**src/logic/dcae_pkg.sv**
```systemverilog
package dcae_pkg;

  // channel count and index width
  localparam int NCH = 8;
  localparam int CHW = 3;

  // register byte offsets
  localparam logic [11:0] A_CTRL   = 12'h000;
  localparam logic [11:0] A_STATUS = 12'h004;
  localparam logic [11:0] A_DBASE  = 12'h008;
  localparam logic [11:0] A_SWTRIG = 12'h00C;
  localparam logic [11:0] A_CHCFG  = 12'h020;

  // field positions
  localparam int CTRL_EN_BIT = 0;
  localparam int CFG_EN_BIT  = 0;
  localparam int CFG_PRI_LSB = 1;
  localparam int CFG_PRE_BIT = 3;
  localparam int CFG_BUF_BIT = 4;
  localparam int CFG_IDX_LSB = 8;
  localparam int STA_BSY_BIT = 0;
  localparam int STA_ACT_LSB = 4;
  localparam int STA_PND_LSB = 8;
  localparam int STA_RES_LSB = 16;

  // reset values
  localparam logic        CTRL_RST  = 1'b0;
  localparam logic [31:0] DBASE_RST = 32'h0000_0000;

  // descriptor layout in memory: four words, 16 bytes apart
  localparam logic [1:0] DESC_LAST_WORD = 2'h3;
  localparam int         DESC_SHIFT     = 4;
  localparam logic [31:0] WORD_STEP     = 32'h0000_0004;

  // element width codes
  localparam logic [1:0] W_BYTE = 2'h0;
  localparam logic [1:0] W_HALF = 2'h1;
  localparam logic [1:0] W_WORD = 2'h2;

  // per-channel settings
  typedef struct packed {
    logic [7:0] idx;
    logic       buff;
    logic       pre;
    logic [1:0] prio;
    logic       en;
  } dcae_chcfg_s;

  // descriptor word 0
  typedef struct packed {
    logic [7:0] y_last;
    logic [7:0] x_last;
    logic [7:0] next_desc_index;
    logic [2:0] rsvd;
    logic       chain;
    logic [1:0] dst_w;
    logic [1:0] src_w;
  } dcae_desc_s;

  // descriptor word 3, signed element increments
  typedef struct packed {
    logic [7:0] yd;
    logic [7:0] ys;
    logic [7:0] xd;
    logic [7:0] xs;
  } dcae_inc_s;

  // progress of a channel, saved across preemption
  typedef struct packed {
    logic [31:0] src;
    logic [31:0] dst;
    logic [31:0] src_row;
    logic [31:0] dst_row;
    logic [7:0]  x_idx;
    logic [7:0]  y_idx;
  } dcae_ctx_s;

  // bus master request
  typedef struct packed {
    logic [31:0] addr;
    logic [31:0] wdata;
    logic        we;
    logic [1:0]  size;
    logic        buff;
  } dcae_mreq_s;

  typedef enum logic [2:0] {
    ST_IDLE, ST_FETCH, ST_SETUP, ST_RDREQ, ST_RD, ST_WR, ST_DONE
  } dcae_state_e;

endpackage

```
**src/logic/dcae_ctx_mem.sv**
```systemverilog
`timescale 1ns/1ns
module dcae_ctx_mem
  import dcae_pkg::*;
(
  // clock and reset
  input  wire logic           core_clk_i,
  input  wire logic           resetn_i,
  // write port
  input  wire logic           we_i,
  input  wire logic [CHW-1:0] waddr_i,
  input  wire dcae_ctx_s      wdata_i,
  // read port
  input  wire logic [CHW-1:0] raddr_i,
  output dcae_ctx_s           rdata_o
);

  dcae_ctx_s mem_r [NCH];

  // storage has no reset; a slot is only read after it was written
  always_ff @(posedge core_clk_i) begin
    if (we_i) begin
      mem_r[waddr_i] <= wdata_i;
    end
  end

  // registered read
  always_ff @(posedge core_clk_i or negedge resetn_i) begin
    if (!resetn_i) begin
      rdata_o <= '0;
    end else begin
      rdata_o <= mem_r[raddr_i];
    end
  end

endmodule

```
**src/logic/dcae_arbiter.sv**
```systemverilog
`timescale 1ns/1ns
module dcae_arbiter
  import dcae_pkg::*;
(
  // clock and reset
  input  wire logic                 core_clk_i,
  input  wire logic                 resetn_i,
  // requests
  input  wire logic [NCH-1:0]       req_i,
  input  wire logic [NCH-1:0][1:0]  prio_i,
  // grant taken
  input  wire logic                 adv_i,
  // registered winner
  output logic                      win_v_o,
  output logic      [CHW-1:0]       win_i_o,
  output logic      [1:0]           win_p_o
);

  logic [CHW-1:0] ptr_r;
  logic [CHW-1:0] idx;
  logic           best_v;
  logic [CHW-1:0] best_i;
  logic [1:0]     best_p;

  // scan from the slot after the last grant; strict compare keeps the first tie
  always_comb begin
    best_v = 1'b0;
    best_i = '0;
    best_p = 2'h3;
    idx    = '0;
    for (int k = 1; k <= NCH; k++) begin
      idx = ptr_r + CHW'(k);
      // smallest value wins
      // round robin ties
      if (req_i[idx] && (!best_v || prio_i[idx] < best_p)) begin
        best_v = 1'b1;
        best_i = idx;
        best_p = prio_i[idx];
      end
    end
  end

  // winner is registered, one cycle behind the request lines
  always_ff @(posedge core_clk_i or negedge resetn_i) begin
    if (!resetn_i) begin
      win_v_o <= 1'b0;
      win_i_o <= '0;
      win_p_o <= 2'h3;
    end else begin
      win_v_o <= best_v;
      win_i_o <= best_i;
      win_p_o <= best_p;
    end
  end

  // round robin pointer follows the last taken grant
  always_ff @(posedge core_clk_i or negedge resetn_i) begin
    if (!resetn_i) begin
      ptr_r <= CHW'(NCH - 1);
    end else if (adv_i) begin
      ptr_r <= win_i_o;
    end
  end

endmodule

```
**src/logic/dcae_engine.sv**
```systemverilog
// Local design decisions: the address map and the APB interface to the registers.
`timescale 1ns/1ns
// Functional notes
// among pending channels the smallest priority value becomes active
// each channel priority has exactly four levels, 0 to 3
// equal winning priorities are served round robin
// non-preemptable active channel runs its transfer to the end
// preemptable channel yields after current element, returns to pending
// one atomic transfer is one element of the configured width
// preempted channel resumes only after the preemptor has completed
// progress is saved at every preemption and restored on resume
// width sets access size and the byte unit of loop increments
// software selects 32-bit width toward peripheral registers
// memory sides accept byte, halfword and word accesses
// wide source into narrow destination keeps only the low bits
// channel runs only with its own enable and the engine enable
// software builds descriptors and indexes them before enabling
// x and y counts of one move a single element
// priority, preemptable and bufferable are held per channel
// chained descriptor is taken up on completion when chaining is set
// on activation the descriptor is fetched before any data moves
// each channel has trigger in, trigger out and interrupt lines
// single, x-loop and y-loop transfers come from the descriptor
// one active channel; other triggers only mark pending
// arbitration reruns on completion and on preemptable boundaries
module dcae_engine
  import dcae_pkg::*;
(
  // clock and reset
  input  wire logic              core_clk_i,
  input  wire logic              resetn_i,
  // apb slave
  input  wire logic              psel_i,
  input  wire logic              penable_i,
  input  wire logic              pwrite_i,
  input  wire logic [11:0]       paddr_i,
  input  wire logic [31:0]       pwdata_i,
  output logic      [31:0]       prdata_o,
  output logic                   pready_o,
  output logic                   pslverr_o,
  // bus master
  output logic                   m_valid_o,
  output dcae_mreq_s             m_req_o,
  input  wire logic              m_ready_i,
  input  wire logic [31:0]       m_rdata_i,
  // per-channel lines
  input  wire logic [NCH-1:0]    tr_in_i,
  output logic      [NCH-1:0]    tr_out_o,
  output logic      [NCH-1:0]    irq_o
);

  logic                 glob_en_r;
  logic [31:0]          dbase_r;
  dcae_chcfg_s          cfg_r [NCH];
  logic [NCH-1:0]       pend_r;
  logic [NCH-1:0]       resume_r;
  dcae_state_e          st_r;
  logic [CHW-1:0]       act_r;
  logic [1:0]           fidx_r;
  dcae_desc_s           desc_r;
  dcae_inc_s            inc_r;
  dcae_ctx_s            cur_r;
  dcae_ctx_s            nxt_ctx;
  dcae_ctx_s            ctx_rd;
  logic [NCH-1:0]       ch_en;
  logic [NCH-1:0][1:0]  ch_prio;
  logic [NCH-1:0]       arb_req;
  logic                 win_v;
  logic [CHW-1:0]       win_i;
  logic [1:0]           win_p;
  logic                 act_take;
  logic                 last_x;
  logic                 last_el;
  logic                 preempt_hit;
  logic                 preempt_go;
  logic                 chain_go;
  logic                 setup_ph;
  logic                 wr_acc;
  logic                 ch_hit;
  logic [CHW-1:0]       ch_sel;
  logic [31:0]          rd_nxt;
  logic                 rd_err;
  logic [31:0]          status;
  logic [31:0]          src_data;

  // element increment in bytes: signed element count scaled by width
  function automatic logic [31:0] step(input logic [7:0] inc, input logic [1:0] w);
    logic [31:0] s;
    s = {{24{inc[7]}}, inc};
    case (w)
      W_BYTE:  step = s;
      W_HALF:  step = {s[30:0], 1'b0};
      default: step = {s[29:0], 2'h0};
    endcase
  endfunction

  // keep only the bits of one element
  function automatic logic [31:0] trim(input logic [31:0] d, input logic [1:0] w);
    case (w)
      W_BYTE:  trim = {24'h00_0000, d[7:0]};
      W_HALF:  trim = {16'h0000, d[15:0]};
      default: trim = d;
    endcase
  endfunction

  // per-channel fields flattened for the arbiter
  generate
    for (genvar g = 0; g < NCH; g++) begin : g_ch
      assign ch_en[g]   = cfg_r[g].en;
      // two-bit level
      assign ch_prio[g] = cfg_r[g].prio;
    end
  endgenerate

  // both enables needed
  assign arb_req = pend_r & ch_en & {NCH{glob_en_r}};

  dcae_arbiter u_arb (
    .core_clk_i (core_clk_i),
    .resetn_i   (resetn_i),
    .req_i      (arb_req),
    .prio_i     (ch_prio),
    .adv_i      (act_take),
    .win_v_o    (win_v),
    .win_i_o    (win_i),
    .win_p_o    (win_p)
  );

  // next position after one element; y step restarts from the row base
  always_comb begin
    nxt_ctx = cur_r;
    last_x  = (cur_r.x_idx == desc_r.x_last);
    // zero last-index fields mean one element
    last_el = last_x && (cur_r.y_idx == desc_r.y_last);
    // increments in element units
    // x loop inside y loop
    if (!last_x) begin
      nxt_ctx.src   = cur_r.src + step(inc_r.xs, desc_r.src_w);
      nxt_ctx.dst   = cur_r.dst + step(inc_r.xd, desc_r.dst_w);
      nxt_ctx.x_idx = cur_r.x_idx + 8'h01;
    end else begin
      nxt_ctx.src_row = cur_r.src_row + step(inc_r.ys, desc_r.src_w);
      nxt_ctx.dst_row = cur_r.dst_row + step(inc_r.yd, desc_r.dst_w);
      nxt_ctx.src     = nxt_ctx.src_row;
      nxt_ctx.dst     = nxt_ctx.dst_row;
      nxt_ctx.x_idx   = 8'h00;
      nxt_ctx.y_idx   = cur_r.y_idx + 8'h01;
    end
  end

  // boundary events; winner is strictly more urgent than the active channel
  // needs the preemptable flag
  // checked at every element end except the last
  assign preempt_hit = cfg_r[act_r].pre && win_v && (win_p < cfg_r[act_r].prio);
  assign preempt_go  = (st_r == ST_WR) && m_ready_i && !last_el && preempt_hit;
  assign chain_go    = (st_r == ST_DONE) && desc_r.chain;
  // only from idle
  assign act_take    = (st_r == ST_IDLE) && win_v;
  assign src_data    = trim(m_rdata_i, desc_r.src_w);

  // progress saved on preemption
  dcae_ctx_mem u_ctx (
    .core_clk_i (core_clk_i),
    .resetn_i   (resetn_i),
    .we_i       (preempt_go),
    .waddr_i    (act_r),
    .wdata_i    (nxt_ctx),
    .raddr_i    (act_r),
    .rdata_o    (ctx_rd)
  );

  // transfer sequencer and bus master
  always_ff @(posedge core_clk_i or negedge resetn_i) begin
    if (!resetn_i) begin
      st_r      <= ST_IDLE;
      act_r     <= '0;
      fidx_r    <= 2'h0;
      desc_r    <= '0;
      inc_r     <= '0;
      cur_r     <= '0;
      resume_r  <= '0;
      m_valid_o <= 1'b0;
      m_req_o   <= '0;
      tr_out_o  <= '0;
      irq_o     <= '0;
    end else begin
      tr_out_o <= '0;
      irq_o    <= '0;
      case (st_r)
        ST_IDLE: begin
          if (win_v) begin
            // descriptor fetch first
            act_r          <= win_i;
            fidx_r         <= 2'h0;
            m_valid_o      <= 1'b1;
            m_req_o.addr   <= dbase_r + {20'h0_0000, cfg_r[win_i].idx, 4'h0};
            m_req_o.wdata  <= '0;
            m_req_o.we     <= 1'b0;
            m_req_o.size   <= W_WORD;
            m_req_o.buff   <= cfg_r[win_i].buff;
            st_r           <= ST_FETCH;
          end
        end
        ST_FETCH: begin
          if (m_ready_i) begin
            case (fidx_r)
              2'h0: begin
                desc_r      <= m_rdata_i;
                cur_r.x_idx <= 8'h00;
                cur_r.y_idx <= 8'h00;
              end
              2'h1: begin
                cur_r.src     <= m_rdata_i;
                cur_r.src_row <= m_rdata_i;
              end
              2'h2: begin
                cur_r.dst     <= m_rdata_i;
                cur_r.dst_row <= m_rdata_i;
              end
              default: inc_r <= m_rdata_i;
            endcase
            fidx_r       <= fidx_r + 2'h1;
            m_req_o.addr <= m_req_o.addr + WORD_STEP;
            if (fidx_r == DESC_LAST_WORD) begin
              m_valid_o <= 1'b0;
              st_r      <= ST_SETUP;
            end
          end
        end
        ST_SETUP: begin
          // a resumed channel picks up where it stopped
          if (resume_r[act_r]) begin
            cur_r <= ctx_rd;
          end
          resume_r[act_r] <= 1'b0;
          st_r            <= ST_RDREQ;
        end
        ST_RDREQ: begin
          // access size from the width code
          m_valid_o    <= 1'b1;
          m_req_o.addr <= cur_r.src;
          m_req_o.we   <= 1'b0;
          m_req_o.size <= desc_r.src_w;
          st_r         <= ST_RD;
        end
        ST_RD: begin
          if (m_ready_i) begin
            // narrow destination drops the upper bits
            m_req_o.addr  <= cur_r.dst;
            m_req_o.we    <= 1'b1;
            m_req_o.size  <= desc_r.dst_w;
            m_req_o.wdata <= trim(src_data, desc_r.dst_w);
            st_r          <= ST_WR;
          end
        end
        ST_WR: begin
          if (m_ready_i) begin
            m_valid_o <= 1'b0;
            // boundary after each element
            if (last_el) begin
              st_r <= ST_DONE;
            end else if (preempt_hit) begin
              // yield and go back to pending
              resume_r[act_r] <= 1'b1;
              st_r            <= ST_IDLE;
            end else begin
              cur_r <= nxt_ctx;
              st_r  <= ST_RDREQ;
            end
          end
        end
        ST_DONE: begin
          // completion pulses per channel
          tr_out_o[act_r] <= 1'b1;
          irq_o[act_r]    <= 1'b1;
          st_r            <= ST_IDLE;
        end
        default: st_r <= ST_IDLE;
      endcase
    end
  end

  // pending flags; a new trigger in the clearing cycle survives
  always_ff @(posedge core_clk_i or negedge resetn_i) begin
    if (!resetn_i) begin
      pend_r <= '0;
    end else begin
      for (int c = 0; c < NCH; c++) begin
        // triggers only mark pending
        if (tr_in_i[c] || (wr_acc && paddr_i == A_SWTRIG && pwdata_i[c])) begin
          pend_r[c] <= 1'b1;
        end else if ((preempt_go || chain_go) && act_r == CHW'(c)) begin
          pend_r[c] <= 1'b1;
        end else if (act_take && win_i == CHW'(c)) begin
          pend_r[c] <= 1'b0;
        end
      end
    end
  end

  // apb decode
  assign setup_ph = psel_i && !penable_i;
  assign wr_acc   = psel_i && penable_i && pwrite_i && pready_o;
  assign ch_hit   = (paddr_i[11:5] == A_CHCFG[11:5]) && (paddr_i[1:0] == 2'h0);
  assign ch_sel   = paddr_i[4:2];

  // status view
  always_comb begin
    status = '0;
    status[STA_BSY_BIT]               = (st_r != ST_IDLE);
    status[STA_ACT_LSB +: CHW]        = act_r;
    status[STA_PND_LSB +: NCH]        = pend_r;
    status[STA_RES_LSB +: NCH]        = resume_r;
  end

  // read data and error for the access about to start
  always_comb begin
    rd_nxt = '0;
    rd_err = 1'b0;
    if (ch_hit) begin
      rd_nxt[CFG_EN_BIT]       = cfg_r[ch_sel].en;
      rd_nxt[CFG_PRI_LSB +: 2] = cfg_r[ch_sel].prio;
      rd_nxt[CFG_PRE_BIT]      = cfg_r[ch_sel].pre;
      rd_nxt[CFG_BUF_BIT]      = cfg_r[ch_sel].buff;
      rd_nxt[CFG_IDX_LSB +: 8] = cfg_r[ch_sel].idx;
    end else begin
      case (paddr_i)
        A_CTRL:   rd_nxt[CTRL_EN_BIT] = glob_en_r;
        A_STATUS: rd_nxt = status;
        A_DBASE:  rd_nxt = dbase_r;
        A_SWTRIG: rd_nxt = '0;
        default:  rd_err = 1'b1;
      endcase
    end
  end

  // one wait-free access phase; outputs are registered at setup
  always_ff @(posedge core_clk_i or negedge resetn_i) begin
    if (!resetn_i) begin
      pready_o  <= 1'b0;
      prdata_o  <= '0;
      pslverr_o <= 1'b0;
    end else begin
      pready_o  <= setup_ph;
      pslverr_o <= setup_ph && rd_err;
      prdata_o  <= (setup_ph && !pwrite_i) ? rd_nxt : 32'h0000_0000;
    end
  end

  // software registers; chaining moves the channel to its next descriptor
  always_ff @(posedge core_clk_i or negedge resetn_i) begin
    if (!resetn_i) begin
      glob_en_r <= CTRL_RST;
      dbase_r   <= DBASE_RST;
      for (int c = 0; c < NCH; c++) begin
        cfg_r[c] <= '0;
      end
    end else begin
      // chained descriptor index
      if (chain_go) begin
        cfg_r[act_r].idx <= desc_r.next_desc_index;
      end
      if (wr_acc && !pslverr_o) begin
        if (ch_hit) begin
          // independent per channel
          cfg_r[ch_sel].en   <= pwdata_i[CFG_EN_BIT];
          cfg_r[ch_sel].prio <= pwdata_i[CFG_PRI_LSB +: 2];
          cfg_r[ch_sel].pre  <= pwdata_i[CFG_PRE_BIT];
          cfg_r[ch_sel].buff <= pwdata_i[CFG_BUF_BIT];
          cfg_r[ch_sel].idx  <= pwdata_i[CFG_IDX_LSB +: 8];
        end else if (paddr_i == A_CTRL) begin
          glob_en_r <= pwdata_i[CTRL_EN_BIT];
        end else if (paddr_i == A_DBASE) begin
          dbase_r <= pwdata_i;
        end
      end
    end
  end

endmodule

```
**config.mk**
```make
export PLATFORM = sky130hd
export DESIGN_NAME = dcae_engine
export DESIGN_NICKNAME = d
export VERILOG_FILES = /design/src/logic/dcae_pkg.sv /design/src/logic/dcae_ctx_mem.sv /design/src/logic/dcae_arbiter.sv /design/src/logic/dcae_engine.sv
export SDC_FILE = /design/constraint.sdc
export NUM_CORES = 2
export LEC_CHECK = 0
export ABC_AREA = 1
export BUFFER_PORTS_ARGS = -buffer_cell sky130_fd_sc_hd__buf_4
export CAP_MARGIN = 0
export CORE_MARGIN = 4
export CORE_UTILIZATION = 40
export CTS_CLUSTER_DIAMETER = 40
export DETAILED_ROUTE_END_ITERATION = 6
export GPL_ROUTABILITY_DRIVEN = 0
export PLACE_DENSITY = 0.57
export REMOVE_ABC_BUFFERS = 1
export SETUP_SLACK_MARGIN = 0.2
export SYNTH_ARGS = -nofsm -noshare
export SYNTH_HDL_FRONTEND = slang
export SYNTH_SLANG_ARGS = --single-unit
export TNS_END_PERCENT = 5
```
**constraint.sdc**
```tcl
create_clock -name core_clk_i -period 13.54 [get_ports core_clk_i]
set_input_delay 0.677 -clock core_clk_i [delete_from_list [all_inputs] [get_ports core_clk_i]]
set_output_delay 0.677 -clock core_clk_i [all_outputs]
set_load 0.1 [all_outputs]
```
### Word-level counts from Yosys, hierarchy flattened

Memories as Yosys holds them, arrays and structs flattened. A register that Yosys moved wholly into a read port is not among the register bits.
Cells that the tools add are included.

| operators by class | value |
|---|---|
| eq/ne operators | 43 |
| add/sub/neg operators | 16 |
| reductions and logical operators | 120 |
| bitwise logic cells | 11 |
| mux-type cells | 175 |
| order comparisons | 23 |

Operators by type and width:

| operator | number |
|---|---|
| $mux W144 | 5 |
| $bwmux W104 | 6 |
| $pmux W144 S3 | 1 |
| $mux W104 | 3 |
| $mux W32 | 8 |
| $demux W13 S3 | 6 |
| $pmux W32 S2 | 3 |
| $add A32 B32 Y32 | 4 |
| $mux W64 | 2 |
| $pmux W32 S4 | 1 |
| $bmux W13 S3 | 3 |
| $mux W13 | 6 |
| $pmux W9 S2 | 4 |
| $mux W68 | 1 |
| $mux W67 | 1 |
| $pmux W31 S2 | 1 |
| $mux W8 | 7 |
| $logic_and A1 B1 Y1 | 51 |
| $mux W1 | 51 |
| $bmux W2 S3 | 8 |
| $mux W3 | 16 |
| $mux W2 | 19 |
| $lt A3 B4 Y1 const B | 9 |
| $eq A3 B3 Y1 const B | 11 |
| 52 further kinds | 161 |

| word-level totals | value |
|---|---|
| memories kept | 1 |
| flip-flop bits (word level) | 486 |
| bits in writable memories | 1152 |
| word-level logic and storage cells | 473 |
| output and inout bits | 119 |

Memory list:

| memory | depth | width | read ports | clocked after Yosys merged registers in | write ports | RTL line | source |
|---|---|---|---|---|---|---|---|
| u_ctx.mem_r | 8 | 144 | 1 | 1 | 1 | dcae_ctx_mem.sv:17 | `dcae_ctx_s mem_r [NCH];` |

### Depth between registers and ports, before layout

| logic depth | value |
|---|---|
| word-level depth | 33 |
| gate-level depth with buffers | 58 |

### Hierarchy

From an unflattened synthesis, not the netlist that was laid out.

| unflattened totals | value |
|---|---|
| cells, all modules | 11549 |
| area, all modules | 93387.1 sq um |

By module, submodules not included:

| module | cells each | area an instance (sq um) | times used |
|---|---|---|---|
| dcae_ctx_mem | 5137 | 53885.4 | 1 |
| dcae_engine | 6024 | 37432.2 | 1 |
| dcae_arbiter | 388 | 2069.5 | 1 |

### Least setup slack after synthesis

OpenSTA, ideal clock, no wires.

| timing | value |
|---|---|
| path type | reg2reg |
| start point | register act_r[1] |
| end point | memory u_ctx.mem_r[0][0] (netlist bit) (enable) |
| period minus slack after synthesis | 9.563 ns |
| cell stages (with the launch flop) | 15 |
| arrival time | 8.913 ns |
| path slack | 3.977 ns |
| setup time | 0.650 ns |
| data required time | 12.890 ns |
| cell sequence | dfrtp_1 nor2_1 clkbuf_1 clkbuf_1 clkbuf_1 nand2_1 o2111ai_1 o32ai_1 ha_1 o21ai_0 a211oi_1 o21ai_0 nand4_1 nand3b_1 nor2_1 |

| on the way | value |
|---|---|
| longest elaborated chain between the ends | 9 |
| elaborated cells on any way between the ends | 10 |
| classes of those cells | 1 x order compare; 5 x mux; 1 x bitwise; 3 x reduce/logical |

RTL lines:

| element | RTL line | source |
|---|---|---|
| start, declared | dcae_engine.sv:58 | `logic [CHW-1:0] act_r;` |
| start signal, assigned | dcae_engine.sv:193 | `act_r <= win_i;` |
| $not A3 Y4 (not written as such) | dcae_engine.sv:154 | `assign preempt_hit = cfg_r[act_r].pre && win_v && (win_p < cfg_r[act_r].prio);` |
| $bmux W13 S3 | dcae_engine.sv:154 |  |
| $mux W4 (not written as such) (2 in series) | dcae_engine.sv:154 |  |
| $lt A2 B2 Y1 or $logic_and A1 B1 Y1 (tied branches) | dcae_engine.sv:154 |  |
| $logic_and A1 B1 Y1 | dcae_engine.sv:154 |  |
| $logic_and A1 B1 Y1 | dcae_engine.sv:155 | `assign preempt_go = (st_r == ST_WR) && m_ready_i && !last_el && preempt_hit;` |
| $mux W1 | dcae_ctx_mem.sv:21 | `if (we_i) begin` |
| $mux W1 (not written as such) | dcae_ctx_mem.sv:22 | `mem_r[waddr_i] <= wdata_i;` |
| end, declared | dcae_ctx_mem.sv:17 |  |

Several ways; a longest one is shown, not always the timed one. The select of a mux whose other input is x is not followed.

### Worst setup path after layout

| timing | value |
|---|---|
| start point | register u_arb.ptr_r[0] |
| end point | register u_arb.win_i_o[1] |

| on the way | value |
|---|---|
| longest elaborated chain between the ends | 32 |
| elaborated cells on any way between the ends | 89 |
| classes of those cells | 7 x add/sub; 7 x order compare; 54 x mux; 21 x reduce/logical |

RTL lines:

| element | RTL line | source |
|---|---|---|
| start, declared | dcae_arbiter.sv:19 | `logic [CHW-1:0] ptr_r;` |
| start signal, assigned | dcae_arbiter.sv:59 | `ptr_r <= CHW'(NCH - 1);` |
| start signal, assigned | dcae_arbiter.sv:61 | `ptr_r <= win_i_o;` |
| $add A3 B1 Y3 | dcae_arbiter.sv:32 | `idx = ptr_r + CHW'(k);` |
| $bmux W2 S3 or $bmux W1 S3 (tied branches) | - |  |
| $mux W2 or $mux W1 (tied branches) | - |  |
| $mux W2 or $mux W1 (tied branches) | dcae_arbiter.sv:35 | `if (req_i[idx] && (!best_v \|\| prio_i[idx] < best_p)) begin` |
| $lt A2 B2 Y1 or $logic_not A1 Y1 (tied branches) | dcae_arbiter.sv:35 |  |
| $logic_or A1 B1 Y1 | dcae_arbiter.sv:35 |  |
| $logic_and A1 B1 Y1 | dcae_arbiter.sv:35 |  |
| $mux W2 or $mux W1 (tied branches) | dcae_arbiter.sv:35 |  |
| [... 17 more ...] | - |  |
| $logic_or A1 B1 Y1 | dcae_arbiter.sv:35 |  |
| $logic_and A1 B1 Y1 | dcae_arbiter.sv:35 |  |
| $mux W2 or $mux W1 (tied branches) | dcae_arbiter.sv:35 |  |
| $lt A2 B2 Y1 or $logic_not A1 Y1 (tied branches) | dcae_arbiter.sv:35 |  |
| $logic_or A1 B1 Y1 | dcae_arbiter.sv:35 |  |
| $logic_and A1 B1 Y1 | dcae_arbiter.sv:35 |  |
| $mux W3 * | dcae_arbiter.sv:35 |  |
| via u_arb.best_i[1] | dcae_arbiter.sv:22 | `logic [CHW-1:0] best_i;` |
| end signal, assigned | dcae_arbiter.sv:51 | `win_i_o <= best_i;` |
| end, declared | dcae_arbiter.sv:15 | `output logic [CHW-1:0] win_i_o,` |

The timed path passes the listed nets; every way through them passes the cells marked *. The select of a mux whose other input is x is not followed.
A chain may end at the register's enable or synchronous reset.

==> results.cfg <==
[clocking]
clk_latency_ps = 930
cts.reportedPaths.clkPinSlew_ps = 50
clockBufferDepth = 4
post_cts_buffers = 0
cts-root-buf = clkbuf_16
cts_buffers = 283
cts_htree_levels = 5
numClockSinks = 1782
cts_tree = yes

[min_path]
hp-start = tr_in_i[0]
min_to = pend_r[0]
hold_class = in2reg
min_path_cells = 3

[die]
die_w_um = 450
dieArea_um2 = 203000
die_h_um = 450
rows = 162
start_util = 0.402
core-area_um2 = 195000
num_io_pins = 209

[place]
place_ws_ps = 5180
dp_hpwl_um = 155000
io_buffers = 208

[sta]
worst_slack_ps = 5060
setup_viol = 0
finalHoldViolCount = 0
finalClockSkew_ps = 82.2
slew_headroom = 0.162
rsz0062_at_grt = no
drv_slew = 0
finalCritPeriodShare = 0.626
finalCriticalPeriod_ps = 8480
timing.fmax_mhz = 118
worst_slew_pin_slew_ps = 1240

[worst_setup_path]
reg2reg_slack_ps = 5060
cp_slowest_cell = dfstp_2
worstPathMaxFanout = 33
path_class = reg2reg
critPathLaunchType = flop
reg2reg_from = u_arb.ptr_r[0]
crit_required_ps = 14310
cp-end-kind = flop
r2r_end = u_arb.win_i_o[1]
crit_path_frequent_cell = nand2_1
cpPeakStageDelay_ps = 870
cp.arrival_ps = 9250
reg2reg_depth = 51

[global_route]
grt-ovfl-total = 0
grt_start_max_net_pins = 155
grt_pass1_wl_um = 374000
grt_pass1_vias = 57100
grt_usage = 0.244
antenna_found_initial = 5

[logic_synthesis]
syn_avg_cell_area_um2 = 10.8
post-synth-top-area-cell = edfxtp_1
synth_common_cells = nand2_1, edfxtp_1, dfrtp_1, o21ai_0, inv_1
netlist_area_um2 = 78200
synth_top_area_frac = 0.442
yosys_warnings = 0
synth_cell_types = 62
seq_area_frac_synth = 0.644
synth_compound_area_frac = 0.144
muxShareOfSynthArea = 0.00365
synth-edff-count = 1152
ys_top_cells_by_area = edfxtp_1, dfrtp_1, nand2_1
synthesis.instances = 7226
synth_fa_ha_area_frac = 0.0251
synth_xor_area_frac = 0.00760
synth_top_family_by_area = compound AO/OA/AOI/OAI gates
synth-async-reset-ratio = 0.354
ys_ff_latch = 1782
yosysMostFrequentCell = nand2_1
synthFlopType = edfxtp_1
yosys.area_share.simple = 0.131

[cells_and_area]
syn2layout_area_growth_pct = 17.8
drive_above_1_share = 0.115
final_net_count = 7722
final_core_util = 0.474

[drt]
drt_first_pass_iters = 7
drc = 0
wl_per_cell_um = 24.7
num_vias = 58700
postRouteAntennaNets = 0
drt-initial-drc-count = 6097
wl_um = 253000
via_per_inst = 5.74

[pwr]
irDropWorstVdd_v = 0.000161
leakagePower_uw = 0.0353
p_per_area_nw_per_um2 = 230

[job]
cap_violations = 0

[status]
status = finished, final reports clean
[layout make-up]
type,instances,area [µm²]
fill,17500,102000
antenna,4,10.0
timing repair buffer,325,2630
sequential,1782,50400
inverter,558,2110
clock buffer,344,7630
clock inverter,154,1730
tap,2542,3180
multi-input combinational,4528,24500
[per-layer routing]
metal / GRT usage / wire [µm] / up-vias / share of wire
met5: 0 / 0 / - / 0
met4: 0.119 / 13100 / 0 / 0.052
met3: 0.0422 / 19000 / 570 / 0.075
met2: 0.386 / 116000 / 2532 / 0.46
met1: 0.325 / 105000 / 29200 / 0.42
li1: - / - / 26500 / -
[per-stage QoR]
step | instance area, µm² | hold slack [ps] | total power, µW | setup TNS (ps) | cells
floorplan | 76800 | 381 | 11900 | -7632480 | 6868
global placement | 82600 | 467 | 13900 | 0 | 9714
detailed placement | 82600 | 469 | 14000 | 0 | 9714
CTS | 92100 | 0.235 | 21200 | 0 | 10200
global route | 92100 | 24.0 | 22200 | 0 | 10200
finish | 92100 | 55.2 | 21200 | 0 | 10200
[placed cells by master (no fill, tap or decap), types with 97 or more instances in the layout]
master,instances
ha_1,149
edfxtp_1,1152
clkbuf_16,291
nor2_1,465
dfrtp_1,623
inv_1,541
o21ai_0,569
a31oi_1,211
a21oi_1,248
o22ai_1,97
a22oi_1,322
nand2_1,1534
a211oi_1,104
nand3_1,241
buf_4,293
[state kept, by name, indices dropped and copies added (netlist names), 2 cells and up, named ones only]
name	count
act_r	3
st_r	3
pend_r	8
prdata_o	32
cfg_r	104
u_ctx.rdata_o	144
inc_r	32
u_arb.ptr_r	3
m_req_o	68
fidx_r	2
cur_r	144
desc_r	29
u_arb.win_i_o	3
irq_o	8
u_ctx.mem_r	1152
u_arb.win_p_o	2
dbase_r	32
[power breakdown]
| group | internal (µW) | total, µW | switching, µW | leakage (µW) |
|---|---|---|---|---|
| combinational | 1620 | 6220 | 4600 | 0.0126 |
| clock | 4540 | 7160 | 2620 | 0.00453 |
| sequential | 7390 | 7830 | 434 | 0.0181 |
| total | 13600 | 21200 | 7650 | 0.0353 |
[critical path: cells and delay by family, from the launching register on]
family	cells	cell delay (ps)
DFF	1	870
adders and majority gates	7	2300
and+or+nand+nor	37	3240
AOI/OAI and AO/OA	5	1210
buffers and inverters	2	700
[cells by family (layout without fill, tap and decap cells)]
kind of cell               Yosys count  in the layout
DFF                               1782           1782
AOI/OAI and AO/OA                 1795           1795
muxes                               26             26
and+or+nand+nor                   2489           2489
other                                0              4
xor gates and xnor gates            64             64
adders and majority gates          154            154
buffers and inverters              916           1381
[timing repair]
item                                    CTS  global route
endpoints found under the setup margin    0             0
endpoints found under the hold margin   112             0
resized for setup                         0             0
hold buffers                             21             0
[worst max-delay path by stage]
stage	start	to	slack (ps)	cells after the start
after floorplan	act_r[1]	u_ctx.mem_r[0][0]	-6350	12
after global placement	u_arb.ptr_r[0]	u_arb.win_i_o[1]	5240	50
after detailed placement	u_arb.ptr_r[0]	u_arb.win_i_o[0]	5180	50
after CTS	u_arb.ptr_r[0]	u_arb.win_i_o[2]	5140	50
after global routing	u_arb.ptr_r[0]	u_arb.win_i_o[0]	4280	51
final	u_arb.ptr_r[0]	u_arb.win_i_o[1]	5060	51
(Power assumes the default switching activity.)
